[config.mk]
export PLATFORM = sky130hd
export DESIGN_NAME = tivec_unit
export DESIGN_NICKNAME = d
export VERILOG_FILES = /design/src/inc/tivec_pkg.sv /design/src/core/tivec_node_pick.sv /design/src/core/tivec_unit.sv
export SDC_FILE = /design/constraint.sdc
export NUM_CORES = 1
export LEC_CHECK = 0
export BUFFER_PORTS_ARGS = -buffer_cell sky130_fd_sc_hd__buf_2
export CORE_MARGIN = 2
export CORE_UTILIZATION = 50
export CTS_BUF_LIST = sky130_fd_sc_hd__clkbuf_4
export CTS_CLUSTER_DIAMETER = 120
export DETAILED_ROUTE_END_ITERATION = 16
export GPL_TIMING_DRIVEN = 0
export PLACE_DENSITY = 0.73
export SLEW_MARGIN = 20
export SYNTH_ARGS = -nofsm -noshare
export SYNTH_HDL_FRONTEND = slang
export SYNTH_HIERARCHICAL = 1
export SYNTH_SLANG_ARGS = --single-unit
[constraint.sdc]
create_clock -name sys_clk -period 2.5 [get_ports sys_clk]
set_input_delay 0.25 -clock sys_clk [delete_from_list [all_inputs] [get_ports sys_clk]]
set_output_delay 0.25 -clock sys_clk [all_outputs]
set_load 0.03 [all_outputs]
[src/inc/tivec_pkg.sv]
package tivec_pkg;
  // Register offsets (word index; byte address is 4x index)
  localparam logic [3:0] REG_TRAP_FLAGS = 4'h0;
  localparam logic [3:0] REG_NODE_REQ = 4'h1;
  localparam logic [3:0] REG_NODE_EN = 4'h2;
  localparam logic [3:0] REG_SW_TRAP = 4'h3;
  localparam logic [3:0] REG_VECTOR = 4'h4;
  localparam logic [3:0] REG_STATUS = 4'h5;
  localparam logic [3:0] REG_IRQ_STAT = 4'h6;
  localparam logic [3:0] REG_IRQ_MASK = 4'h7;

  // Trap flag register bit positions
  localparam int FLG_NMI = 15;
  localparam int FLG_STACK_OVERFLOW_FLAG = 14;
  localparam int FLG_STACK_UNDERFLOW_FLAG = 13;
  localparam int FLG_UNDEFINED_OPCODE_FLAG = 7;
  localparam int FLG_PROTECTED_INSTRUCTION_FAULT_FLAG = 3;
  localparam int FLG_ILLEGAL_WORD_OPERAND_FLAG = 2;
  localparam int FLG_ILLEGAL_INSTRUCTION_FETCH_FLAG = 1;
  localparam int FLG_ILLEGAL_EXTERNAL_BUS_FLAG = 0;
  localparam logic [15:0] CLASS_A_MASK = 16'he000;
  localparam logic [15:0] CLASS_B_MASK = 16'h008f;

  // Trap numbers; vector address = 4 * trap number
  localparam logic [6:0] TN_RESET = 7'h00;
  localparam logic [6:0] TN_NMI = 7'h02;
  localparam logic [6:0] TN_STACK_OVERFLOW_FLAG = 7'h04;
  localparam logic [6:0] TN_STACK_UNDERFLOW_FLAG = 7'h06;
  localparam logic [6:0] TN_CLASS_B = 7'h0a;
  localparam logic [6:0] TN_NODE_BASE = 7'h20;
  localparam logic [6:0] TN_MAX = 7'h7f;

  // Priority levels of an active service
  localparam logic [2:0] PRI_NONE = 3'h0;
  localparam logic [2:0] PRI_CLASS_B = 3'h1;
  localparam logic [2:0] PRI_STACK_UNDERFLOW_FLAG = 3'h2;
  localparam logic [2:0] PRI_STACK_OVERFLOW_FLAG = 3'h3;
  localparam logic [2:0] PRI_NMI = 3'h4;

  localparam logic [15:0] RST_ZERO = 16'h0000;

  // Interrupt status bits of this block
  localparam int IRQ_TRAP = 0;
  localparam int IRQ_NODE = 1;
  localparam int IRQ_SW = 2;
  localparam int IRQ_BITS = 3;

  typedef enum logic [2:0] {
    TIVEC_IDLE = 3'b001,
    TIVEC_TRAP = 3'b010,
    TIVEC_IRQ = 3'b100
  } tivec_state_t;

  function automatic logic [8:0] tivec_vec(input logic [6:0] tn);
    tivec_vec = {tn, 2'b00};
  endfunction : tivec_vec
endpackage : tivec_pkg

[src/core/tivec_node_pick.sv]
`timescale 1ns/1ps
// Lowest-index pending-and-enabled node wins
module tivec_node_pick
  import tivec_pkg::*;
#(
  parameter int NODES = 16
) (
  input wire logic [NODES-1:0] req,
  input wire logic [NODES-1:0] en,
  output logic hit,
  output logic [6:0] trap_num
);
  logic [NODES-1:0] live;

  assign live = req & en;

  always_comb begin
    hit = 1'b0;
    trap_num = TN_NODE_BASE;
    for (int i = NODES - 1; i >= 0; i--) begin
      if (live[i]) begin
        hit = 1'b1;
        trap_num = TN_NODE_BASE + 7'(i);
      end
    end
  end
endmodule : tivec_node_pick

[src/core/tivec_unit.sv]
`timescale 1ns/1ps
module tivec_unit
  import tivec_pkg::*;
#(
  parameter int NODES = 16
) (
  input wire logic sys_clk,
  input wire logic reset_n,
  input wire logic soft_reset,
  input wire logic watchdog_overflow,
  input wire logic nmi_event,
  input wire logic stack_overflow_event,
  input wire logic stack_underflow_event,
  input wire logic undefined_opcode_event,
  input wire logic protected_fault_event,
  input wire logic illegal_operand_event,
  input wire logic illegal_fetch_event,
  input wire logic illegal_bus_event,
  input wire logic [NODES-1:0] node_event,
  input wire logic service_done,
  input wire logic [3:0] addr,
  input wire logic [15:0] wdata,
  input wire logic wr,
  input wire logic rd,
  output logic [15:0] rdata,
  output logic branch,
  output logic [8:0] branch_vector,
  output logic [6:0] branch_trap,
  output logic branch_is_trap,
  output logic cpu_reset,
  output logic pec_block,
  output logic irq
);
  logic [15:0] trap_flag_register_ff;
  logic [NODES-1:0] node_req_ff;
  logic [NODES-1:0] node_en_ff;
  logic [2:0] active_pri_ff;
  logic [2:0] saved_pri_ff;
  tivec_state_t state_ff;
  logic [6:0] last_trap_ff;
  logic [IRQ_BITS-1:0] irq_stat_ff;
  logic [IRQ_BITS-1:0] irq_mask_ff;
  logic [15:0] rdata_ff;
  logic branch_ff;
  logic [8:0] branch_vector_ff;
  logic [6:0] branch_trap_ff;
  logic branch_is_trap_ff;
  logic cpu_reset_ff;

  logic [15:0] trap_set;
  logic [2:0] nxt_pri;
  logic [6:0] nxt_trap;
  logic trap_take;
  logic node_hit;
  logic [6:0] node_trap;
  logic node_take;
  logic sw_take;
  logic any_reset;
  logic [3:0] trap_pend_ff;
  logic [3:0] trap_req;
  logic [3:0] nxt_class;

  // NMI and stack faults count as class A; the rest share the class B vector
  assign trap_set = {nmi_event, stack_overflow_event, stack_underflow_event,
                     5'h00, undefined_opcode_event, 3'h0,
                     protected_fault_event, illegal_operand_event,
                     illegal_fetch_event, illegal_bus_event};

  assign any_reset = soft_reset | watchdog_overflow;

  // Event pulses are short, so a refused trap is kept until it can run
  assign trap_req = trap_pend_ff | {nmi_event, stack_overflow_event,
                                    stack_underflow_event,
                                    |(trap_set & CLASS_B_MASK)};

  // Highest pending trap class, fixed priority among classes
  always_comb begin
    nxt_pri = PRI_NONE;
    nxt_trap = TN_RESET;
    nxt_class = 4'h0;
    if (trap_req[3]) begin
      nxt_pri = PRI_NMI;
      nxt_trap = TN_NMI;
      nxt_class = 4'h8;
    end else if (trap_req[2]) begin
      nxt_pri = PRI_STACK_OVERFLOW_FLAG;
      nxt_trap = TN_STACK_OVERFLOW_FLAG;
      nxt_class = 4'h4;
    end else if (trap_req[1]) begin
      nxt_pri = PRI_STACK_UNDERFLOW_FLAG;
      nxt_trap = TN_STACK_UNDERFLOW_FLAG;
      nxt_class = 4'h2;
    end else if (trap_req[0]) begin
      nxt_pri = PRI_CLASS_B;
      nxt_trap = TN_CLASS_B;
      nxt_class = 4'h1;
    end
  end

  // A trap of equal or lower rank than the running one is held back
  assign trap_take = (nxt_pri != PRI_NONE) &&
                     (nxt_pri > active_pri_ff);

  // A reset drops waiting traps along with the running service
  always_ff @(posedge sys_clk or negedge reset_n) begin
    if (!reset_n) begin
      trap_pend_ff <= '0;
    end else if (any_reset) begin
      trap_pend_ff <= '0;
    end else begin
      trap_pend_ff <= trap_req & ~(trap_take ? nxt_class : '0);
    end
  end

  tivec_node_pick #(
    .NODES(NODES)
  ) u_pick (
    .req(node_req_ff),
    .en(node_en_ff),
    .hit(node_hit),
    .trap_num(node_trap)
  );

  // Nodes wait while any trap service is running
  assign node_take = node_hit && !trap_take && !any_reset &&
                     state_ff == TIVEC_IDLE;
  assign sw_take = wr && addr == REG_SW_TRAP && !trap_take && !any_reset &&
                   !node_take;
  assign pec_block = (active_pri_ff != PRI_NONE);

  // Trap flags: hardware set wins over the software clear
  always_ff @(posedge sys_clk or negedge reset_n) begin
    if (!reset_n) begin
      trap_flag_register_ff <= RST_ZERO;
    end else begin
      if (wr && addr == REG_TRAP_FLAGS) begin
        trap_flag_register_ff <= (trap_flag_register_ff & ~wdata) |
                                 trap_set;
      end else begin
        trap_flag_register_ff <= trap_flag_register_ff | trap_set;
      end
    end
  end

  // Node request flags: stick until taken or cleared
  always_ff @(posedge sys_clk or negedge reset_n) begin
    if (!reset_n) begin
      node_req_ff <= '0;
    end else begin
      for (int i = 0; i < NODES; i++) begin
        if (node_event[i]) begin
          node_req_ff[i] <= 1'b1;
        end else if (node_take && node_trap == TN_NODE_BASE + 7'(i)) begin
          node_req_ff[i] <= 1'b0;
        end else if (wr && addr == REG_NODE_REQ) begin
          node_req_ff[i] <= wdata[i];
        end
      end
    end
  end

  always_ff @(posedge sys_clk or negedge reset_n) begin
    if (!reset_n) begin
      node_en_ff <= '0;
    end else if (wr && addr == REG_NODE_EN) begin
      node_en_ff <= wdata[NODES-1:0];
    end
  end

  // Service state and priority
  always_ff @(posedge sys_clk or negedge reset_n) begin
    if (!reset_n) begin
      state_ff <= TIVEC_IDLE;
      active_pri_ff <= PRI_NONE;
      saved_pri_ff <= PRI_NONE;
    end else if (any_reset) begin
      state_ff <= TIVEC_IDLE;
      active_pri_ff <= PRI_NONE;
      saved_pri_ff <= PRI_NONE;
    end else if (trap_take) begin
      state_ff <= TIVEC_TRAP;
      active_pri_ff <= nxt_pri;
      saved_pri_ff <= active_pri_ff;
    end else if (node_take) begin
      state_ff <= TIVEC_IRQ;
    end else if (service_done) begin
      // Single level of nesting is remembered
      active_pri_ff <= saved_pri_ff;
      saved_pri_ff <= PRI_NONE;
      state_ff <= (saved_pri_ff != PRI_NONE) ? TIVEC_TRAP : TIVEC_IDLE;
    end else begin
      case (state_ff)
        TIVEC_IDLE, TIVEC_TRAP, TIVEC_IRQ: state_ff <= state_ff;
        default: state_ff <= TIVEC_IDLE;
      endcase
    end
  end

  // Branch request to the sequencer, one cycle pulse
  always_ff @(posedge sys_clk or negedge reset_n) begin
    if (!reset_n) begin
      branch_ff <= 1'b0;
      branch_vector_ff <= 9'h000;
      branch_trap_ff <= TN_RESET;
      branch_is_trap_ff <= 1'b0;
      cpu_reset_ff <= 1'b1;
      last_trap_ff <= TN_RESET;
    end else begin
      branch_ff <= any_reset | trap_take | node_take | sw_take;
      cpu_reset_ff <= any_reset;
      branch_is_trap_ff <= trap_take & ~any_reset;
      if (any_reset) begin
        branch_trap_ff <= TN_RESET;
        branch_vector_ff <= tivec_vec(TN_RESET);
        last_trap_ff <= TN_RESET;
      end else if (trap_take) begin
        branch_trap_ff <= nxt_trap;
        branch_vector_ff <= tivec_vec(nxt_trap);
        last_trap_ff <= nxt_trap;
      end else if (node_take) begin
        branch_trap_ff <= node_trap;
        branch_vector_ff <= tivec_vec(node_trap);
        last_trap_ff <= node_trap;
      end else if (sw_take) begin
        // Runs at the current CPU priority: no trap level is raised
        branch_trap_ff <= wdata[6:0];
        branch_vector_ff <= tivec_vec(wdata[6:0]);
        last_trap_ff <= wdata[6:0];
      end
    end
  end

  // Interrupt status, write one to clear, set wins
  always_ff @(posedge sys_clk or negedge reset_n) begin
    if (!reset_n) begin
      irq_stat_ff <= '0;
    end else begin
      irq_stat_ff <= (irq_stat_ff &
                      ~((wr && addr == REG_IRQ_STAT) ?
                        wdata[IRQ_BITS-1:0] : '0)) |
                     {sw_take, node_take, trap_take};
    end
  end

  always_ff @(posedge sys_clk or negedge reset_n) begin
    if (!reset_n) begin
      irq_mask_ff <= '0;
    end else if (wr && addr == REG_IRQ_MASK) begin
      irq_mask_ff <= wdata[IRQ_BITS-1:0];
    end
  end

  assign irq = |(irq_stat_ff & irq_mask_ff);

  // Read port, data one cycle after the strobe; unmapped reads zero
  always_ff @(posedge sys_clk or negedge reset_n) begin
    if (!reset_n) begin
      rdata_ff <= RST_ZERO;
    end else if (rd) begin
      case (addr)
        REG_TRAP_FLAGS: rdata_ff <= trap_flag_register_ff;
        REG_NODE_REQ: rdata_ff <= 16'(node_req_ff);
        REG_NODE_EN: rdata_ff <= 16'(node_en_ff);
        REG_VECTOR: rdata_ff <= {7'h00, branch_vector_ff};
        REG_STATUS: rdata_ff <= {5'h00, state_ff, 1'b0, active_pri_ff,
                                 last_trap_ff[3:0]};
        REG_IRQ_STAT: rdata_ff <= 16'(irq_stat_ff);
        REG_IRQ_MASK: rdata_ff <= 16'(irq_mask_ff);
        default: rdata_ff <= RST_ZERO;
      endcase
    end else begin
      rdata_ff <= RST_ZERO;
    end
  end

  assign rdata = rdata_ff;
  assign branch = branch_ff;
  assign branch_vector = branch_vector_ff;
  assign branch_trap = branch_trap_ff;
  assign branch_is_trap = branch_is_trap_ff;
  assign cpu_reset = cpu_reset_ff;

  a_trap_vector_sel: assert property (@(posedge sys_clk) disable iff (!reset_n)
    nmi_event && active_pri_ff < PRI_NMI && !any_reset |=>
      branch && branch_trap == TN_NMI && branch_vector == 9'h008)
    else $error("NMI did not vector to 0x008");

  a_class_b_vec: assert property (@(posedge sys_clk) disable iff (!reset_n)
    trap_take && nxt_pri == PRI_CLASS_B && !any_reset |=>
      branch_vector == 9'h028 && branch_trap == TN_CLASS_B)
    else $error("Class B trap missed shared vector");

  a_flag_sticky: assert property (@(posedge sys_clk) disable iff (!reset_n)
    trap_flag_register_ff[FLG_STACK_OVERFLOW_FLAG] && !(wr && addr == REG_TRAP_FLAGS)
      |=> trap_flag_register_ff[FLG_STACK_OVERFLOW_FLAG])
    else $error("Trap flag dropped without clear");

  a_flag_set: assert property (@(posedge sys_clk) disable iff (!reset_n)
    illegal_bus_event |=> trap_flag_register_ff[FLG_ILLEGAL_EXTERNAL_BUS_FLAG])
    else $error("Trap flag not set by event");

  a_reset_vector: assert property (@(posedge sys_clk) disable iff (!reset_n)
    any_reset |=> cpu_reset && branch_vector == 9'h000 &&
      $stable(trap_flag_register_ff))
    else $error("Reset vector or flag wrong");

  a_node_hold: assert property (@(posedge sys_clk) disable iff (!reset_n)
    active_pri_ff != PRI_NONE |-> !node_take && pec_block)
    else $error("Node taken during trap service");

  a_trap_nest: assert property (@(posedge sys_clk) disable iff (!reset_n)
    stack_underflow_event && trap_req[3:2] == 2'b00 &&
      active_pri_ff >= PRI_STACK_UNDERFLOW_FLAG |-> !trap_take)
    else $error("Lower trap pre-empted higher one");

  a_node_gate: assert property (@(posedge sys_clk) disable iff (!reset_n)
    node_take |-> (node_req_ff & node_en_ff) != '0)
    else $error("Node taken without flag and enable");

  a_node_vector: assert property (@(posedge sys_clk) disable iff (!reset_n)
    node_take && !any_reset |=> branch_vector == {branch_trap, 2'b00} &&
      branch_trap >= TN_NODE_BASE)
    else $error("Node vector not four times trap");

  a_sw_prio: assert property (@(posedge sys_clk) disable iff (!reset_n)
    sw_take && !service_done |=>
      $stable(active_pri_ff) && branch_trap <= TN_MAX)
    else $error("Software trap changed priority");

  a_trap_fast: assert property (@(posedge sys_clk) disable iff (!reset_n)
    trap_take && !any_reset |=> branch && branch_is_trap)
    else $error("Trap not taken next cycle");

  c_nmi_nest: cover property (@(posedge sys_clk) disable iff (!reset_n)
    active_pri_ff == PRI_CLASS_B ##1 trap_take && nxt_pri == PRI_NMI);
  c_node: cover property (@(posedge sys_clk) disable iff (!reset_n)
    node_take);
  c_sw: cover property (@(posedge sys_clk) disable iff (!reset_n)
    sw_take ##1 branch_trap == TN_MAX);
endmodule : tivec_unit

==> metrics list <==
- The startpoint identified for the worst register-to-register timing path is node_req_ff[2].
- After detailed routing, the average wire length per cell comes to 19.6 um.
- Combinational logic burns 30.0% of the power.
- Compared with the post-synthesis result, the final layout area differs by 23.5%.
* Max-slew headroom: 29.0%
- Power comes to 3760 uW.
* Final weighted congestion of routability-driven global placement: 0.918
* Starting density of the core: 52.0%
- Global routing used 39.7% of the available met1 tracks.
- The flow ran to the end, and the final reports show no timing, DRC or antenna violations.
- Yosys mapped the design onto 62 distinct sky130hd cell types.
* Fin. Hold Viols: 0
- For the worst setup path, the data required time is 2.86 ns.
- Cell internal power was estimated by the tool at 2410 uW.
- Data arrives at the worst endpoint at 2.81 ns.
- Clock Sink Count: 93
- Measured along the y axis, the die boundary spans 103 um.
- Cell taking the most area after synthesis: sky130_fd_sc_hd__dfrtp_1
* Total global routing overflow: 0
- 88 I/O pins were placed.
- Between clock sinks in the finished design, the worst skew comes to 0.0144 ns.
- Global-route wire length before repair: 22300 um
- Number of H-tree branching levels: 3
- Fmax: 408 MHz
- VDD sags by at most 0.431 mV.
* Series of cell instances along the critical path: a22oi_1, nand3_1, nand3b_1, nand2_1, nor3_2, and3_2, buf_2, a31oi_1, or2_1
- The HPWL after detailed placement is 10000 um.
* Hold path startpoint: node_event[8]
- The worst hold path belongs to the class in2reg.
* Number of nets with antenna violations after routing: 0
* Power per unit of standard cell area: 628 nW/um^2
- Count of vias placed by the detailed router: 4327
- The Yosys step of the flow raised 6 warnings.
* Most heavily used metal layer in global routing: met2
- CP Launch Point: node_req_ff[2]
- In this run the cell area measured after placement is 5480 um^2.
* Total negative slack: 0 ns
* Crit-path slowest cell: sky130_fd_sc_hd__dfrtp_1
* Static Leak: 0.00274 uW
* Slowest cell delay on critical path: 0.46 ns
* Sequential cell area fraction in the yosys report: 48.0%
- Fraction of layout instances using a drive strength above 1: 30.2%
* Routed WL: 14100 um
- Count of max-cap constraint violations: 0
- In this run switching power makes up 36.0% of total power.
- Post-route clock period utilization: 98.1%
* Type of the worst setup path: reg2reg
- The worst setup path is captured at a register.
- Clock-pin slew was measured on the worst setup and hold paths at 0.15 ns.
- Sorting the synthesized cells by how often they occur yields sky130_fd_sc_hd__dfrtp_1 (91), sky130_fd_sc_hd__nand2_1 (44), sky130_fd_sc_hd__nor2_1 (30).
- Pin slew with the least headroom to its limit: 1.06 ns
- The net count of the finished layout is 639.
- Finished layout cell area: 5990 um^2
- Kind of start point of the critical path: register
* Clock network power share: 22.7%
- Number of antenna violations at the first check in global routing: 0
- Final number of setup-violating endpoints: 0
- The synthesized design devotes to its leading area cell type 46.9% of total area.
- The filler cells instantiated in the layout total 749.
* Die Footprint: 10500 um^2
- Clock tree from TritonCTS: built
- Summing all multi-input logic gate instances after layout gives 2400 um^2.
* Share of total power in sequential cells: 47.3%
* Non-filler instance count after layout: 719
- Count of buffers from port buffering: 82
- Count of flip-flops with a built-in enable after synthesis: 0
- The clock passes through at most 2 buffers.
- Seq. cell area: 2330 um^2
- Commonest register cell after synthesis: sky130_fd_sc_hd__dfrtp_1
- Across every metal layer, demand over resource in global routing totals 28.2%.
- In this run, the number of DRC markers left after iteration 0 of detailed routing was 463.
- Counting tap cells, the placed design contains a total of 678 instances.
- The worst path in the final design needs a cycle of 2.45 ns, including I/O delays and setup.
* Met3 Use GR: 4.61%
* Crit Path Max Fanout: 10
* Core Region: 9330 um^2
- Measured in cells, the most critical reg-to-reg path has a length of 9.
* Per-instance average area after synthesis: 10.5 um^2
- Setup repair after global routing could not meet its margin everywhere.
* Clock latency reported for the late side of the worst-skew pair: 0.45 ns
- Count of pins over their slew limit: 0
- The floorplan step set the die width to 103 um.
- Global routing consumed, on the met2 layer, 44.7% of the routing resources.
- Inserted Clock Buffers: 9
- #FFs+latches synth: 93
- Hold Path Cell Cnt: 2
* Vias/cell: 6.02
- The repair_antennas step left the layout with diodes totalling 0.
* Largest cells by area after synthesis: sky130_fd_sc_hd__dfrtp_1 (47%), sky130_fd_sc_hd__mux2i_1 (5.0%), sky130_fd_sc_hd__mux2_4 (3.4%), sky130_fd_sc_hd__nand2_1 (3.4%), sky130_fd_sc_hd__a31oi_1 (3.4%)
* Number of design rule violations left after detail routing: 0
* Maximum number of pins on one net before global-route repair: 51
- The cell sitting at the root of the clock tree is a sky130_fd_sc_hd__clkbuf_4.
- Post-layout utilization of the core: 64.2%
* Most common cell in the synthesized netlist: sky130_fd_sc_hd__dfrtp_1
- Power dissipated by switching net loads: 1350 uW
* Vias in the first global route: 4159
* Post-synthesis async set-or-reset flop share: 100%
- Post-synthesis instance area: 4850 um^2
- DRT Pass-1 Iters: 6
* Placement Rows: 35
- Gate count of the mapped netlist: 463
-- flip-flops by register name, indices dropped and copies added (netlist names), 4 cells and up --
register / count
rdata: 16
node_en_ff: 16
branch_vector: 7
trap_pend_ff: 4
node_req_ff: 16
trap_flag_register_ff: 16
-- metal layers --
metal	part of all wire (%)	vias up
met4	2.2	0
met2	48	215
li1	-	1951
met1	42	2138
met5	0	-
met3	7.6	23
-- placed cells by master (no fill, tap or decap), types with 3 or more instances in the layout --
cell type / synthesis / final
sky130_fd_sc_hd__dfrtp_1: 91 / 90
sky130_fd_sc_hd__a21oi_1: 16 / 15
sky130_fd_sc_hd__nor4_4: 1 / 3
sky130_fd_sc_hd__nand2_1: 44 / 43
sky130_fd_sc_hd__nand3_1: 9 / 9
sky130_fd_sc_hd__dlygate4sd3_1: 0 / 25
sky130_fd_sc_hd__nand2_2: 2 / 3
sky130_fd_sc_hd__a22o_1: 7 / 7
sky130_fd_sc_hd__buf_6: 3 / 4
sky130_fd_sc_hd__conb_1: 3 / 5
sky130_fd_sc_hd__clkbuf_4: 0 / 12
sky130_fd_sc_hd__or3_1: 3 / 3
sky130_fd_sc_hd__clkinvlp_4: 0 / 3
sky130_fd_sc_hd__inv_1: 4 / 4
sky130_fd_sc_hd__nor3_1: 14 / 12
sky130_fd_sc_hd__mux2i_1: 24 / 24
sky130_fd_sc_hd__o21ai_1: 3 / 4
sky130_fd_sc_hd__mux2_1: 6 / 6
sky130_fd_sc_hd__inv_2: 3 / 3
sky130_fd_sc_hd__a21o_1: 9 / 9
sky130_fd_sc_hd__nor2b_1: 4 / 4
sky130_fd_sc_hd__nand2b_1: 5 / 3
sky130_fd_sc_hd__a222oi_1: 11 / 11
sky130_fd_sc_hd__ha_1: 3 / 3
sky130_fd_sc_hd__a22oi_1: 19 / 19
sky130_fd_sc_hd__or2_1: 16 / 16
sky130_fd_sc_hd__mux2_4: 11 / 11
sky130_fd_sc_hd__buf_2: 9 / 89
sky130_fd_sc_hd__a211oi_1: 6 / 4
sky130_fd_sc_hd__nor2_1: 30 / 27
sky130_fd_sc_hd__clkbuf_1: 9 / 6
sky130_fd_sc_hd__a21boi_1: 9 / 9
sky130_fd_sc_hd__o21ai_0: 6 / 4
sky130_fd_sc_hd__buf_4: 14 / 17
sky130_fd_sc_hd__mux2_2: 5 / 5
sky130_fd_sc_hd__a31oi_1: 26 / 25
-- path summary, 6_finish.rpt --
check	endpoint	slack (ns)
max	node_req_ff[1]	0.05
min	node_req_ff[8]	0.01
max reg2reg	node_req_ff[1]	0.05
min reg2reg	trap_flag_register_ff[1]	0.51
max in group asynchronous	node_en_ff[6]	1.64
min in group asynchronous	trap_flag_register_ff[2]	0.26
-- final cells by class --
cell class / count / share of cell area (%)
clock buffer: 11 / 1.38
sequential: 93 / 38.9
tap: 129 / 2.69
clock inverter: 5 / 1.02
buffer: 33 / 3.57
inverter: 7 / 0.439
multi-input combinational: 330 / 40.0
timing repair buffer: 111 / 12.0
-- power by group through the flow --
stage | Clock (uW) | Sequential, uW | Combinational [uW]
6_report | 853 | 1780 | 1130
5_1_grt | 938 | 1790 | 1200
4_1_cts | 862 | 1770 | 1050
3_5_place_dp | 0 | 1800 | 998
3_3_place_gp | 0 | 1790 | 967
2_1_floorplan | 0 | 1790 | 639
-- critical path, delay by kind of cell (launching register included) --
family                 cells  cell delay [ns]
AO/OA/AOI/OAI              2             0.28
AND/OR/NAND/NOR            6             1.33
flip-flops                 1             0.46
buffers and inverters      1             0.28
-- cell families after synthesis --
logic type / share of synthesized area (%)
buffers and inverters: 5.03
adders and majority gates: 0.774
other: 0.232
and+or+nand+nor: 16.5
muxes: 10.9
xor gates and xnor gates: 0.181
DFF: 48.0
AOI/OAI and AO/OA: 18.4
-- per-stage QoR --
| stage | hold WS [ns] | setup slack [ns] |
|---|---|---|
| 6_report | 0.0140 | 0.0474 |
| 2_1_floorplan | -0.0456 | 0.168 |
| 5_1_grt | 0.00345 | -0.0335 |
| 4_1_cts | 0.000574 | -0.0266 |
| 3_5_place_dp | 0.201 | -0.675 |
| 3_3_place_gp | 0.436 | -0.575 |
-- repair_timing --
| item | CTS | global route |
|---|---|---|
| cloned | 0 | 0 |
| buffers inserted | 2 | 1 |
| hold buffers | 24 | 1 |
| hold endpoints to repair | 64 | 1 |
| gates resized for setup | 7 | 21 |
| setup endpoints to repair | 36 | 36 |
| pin swaps | 1 | 4 |
Power figures use the tool's default switching activity.
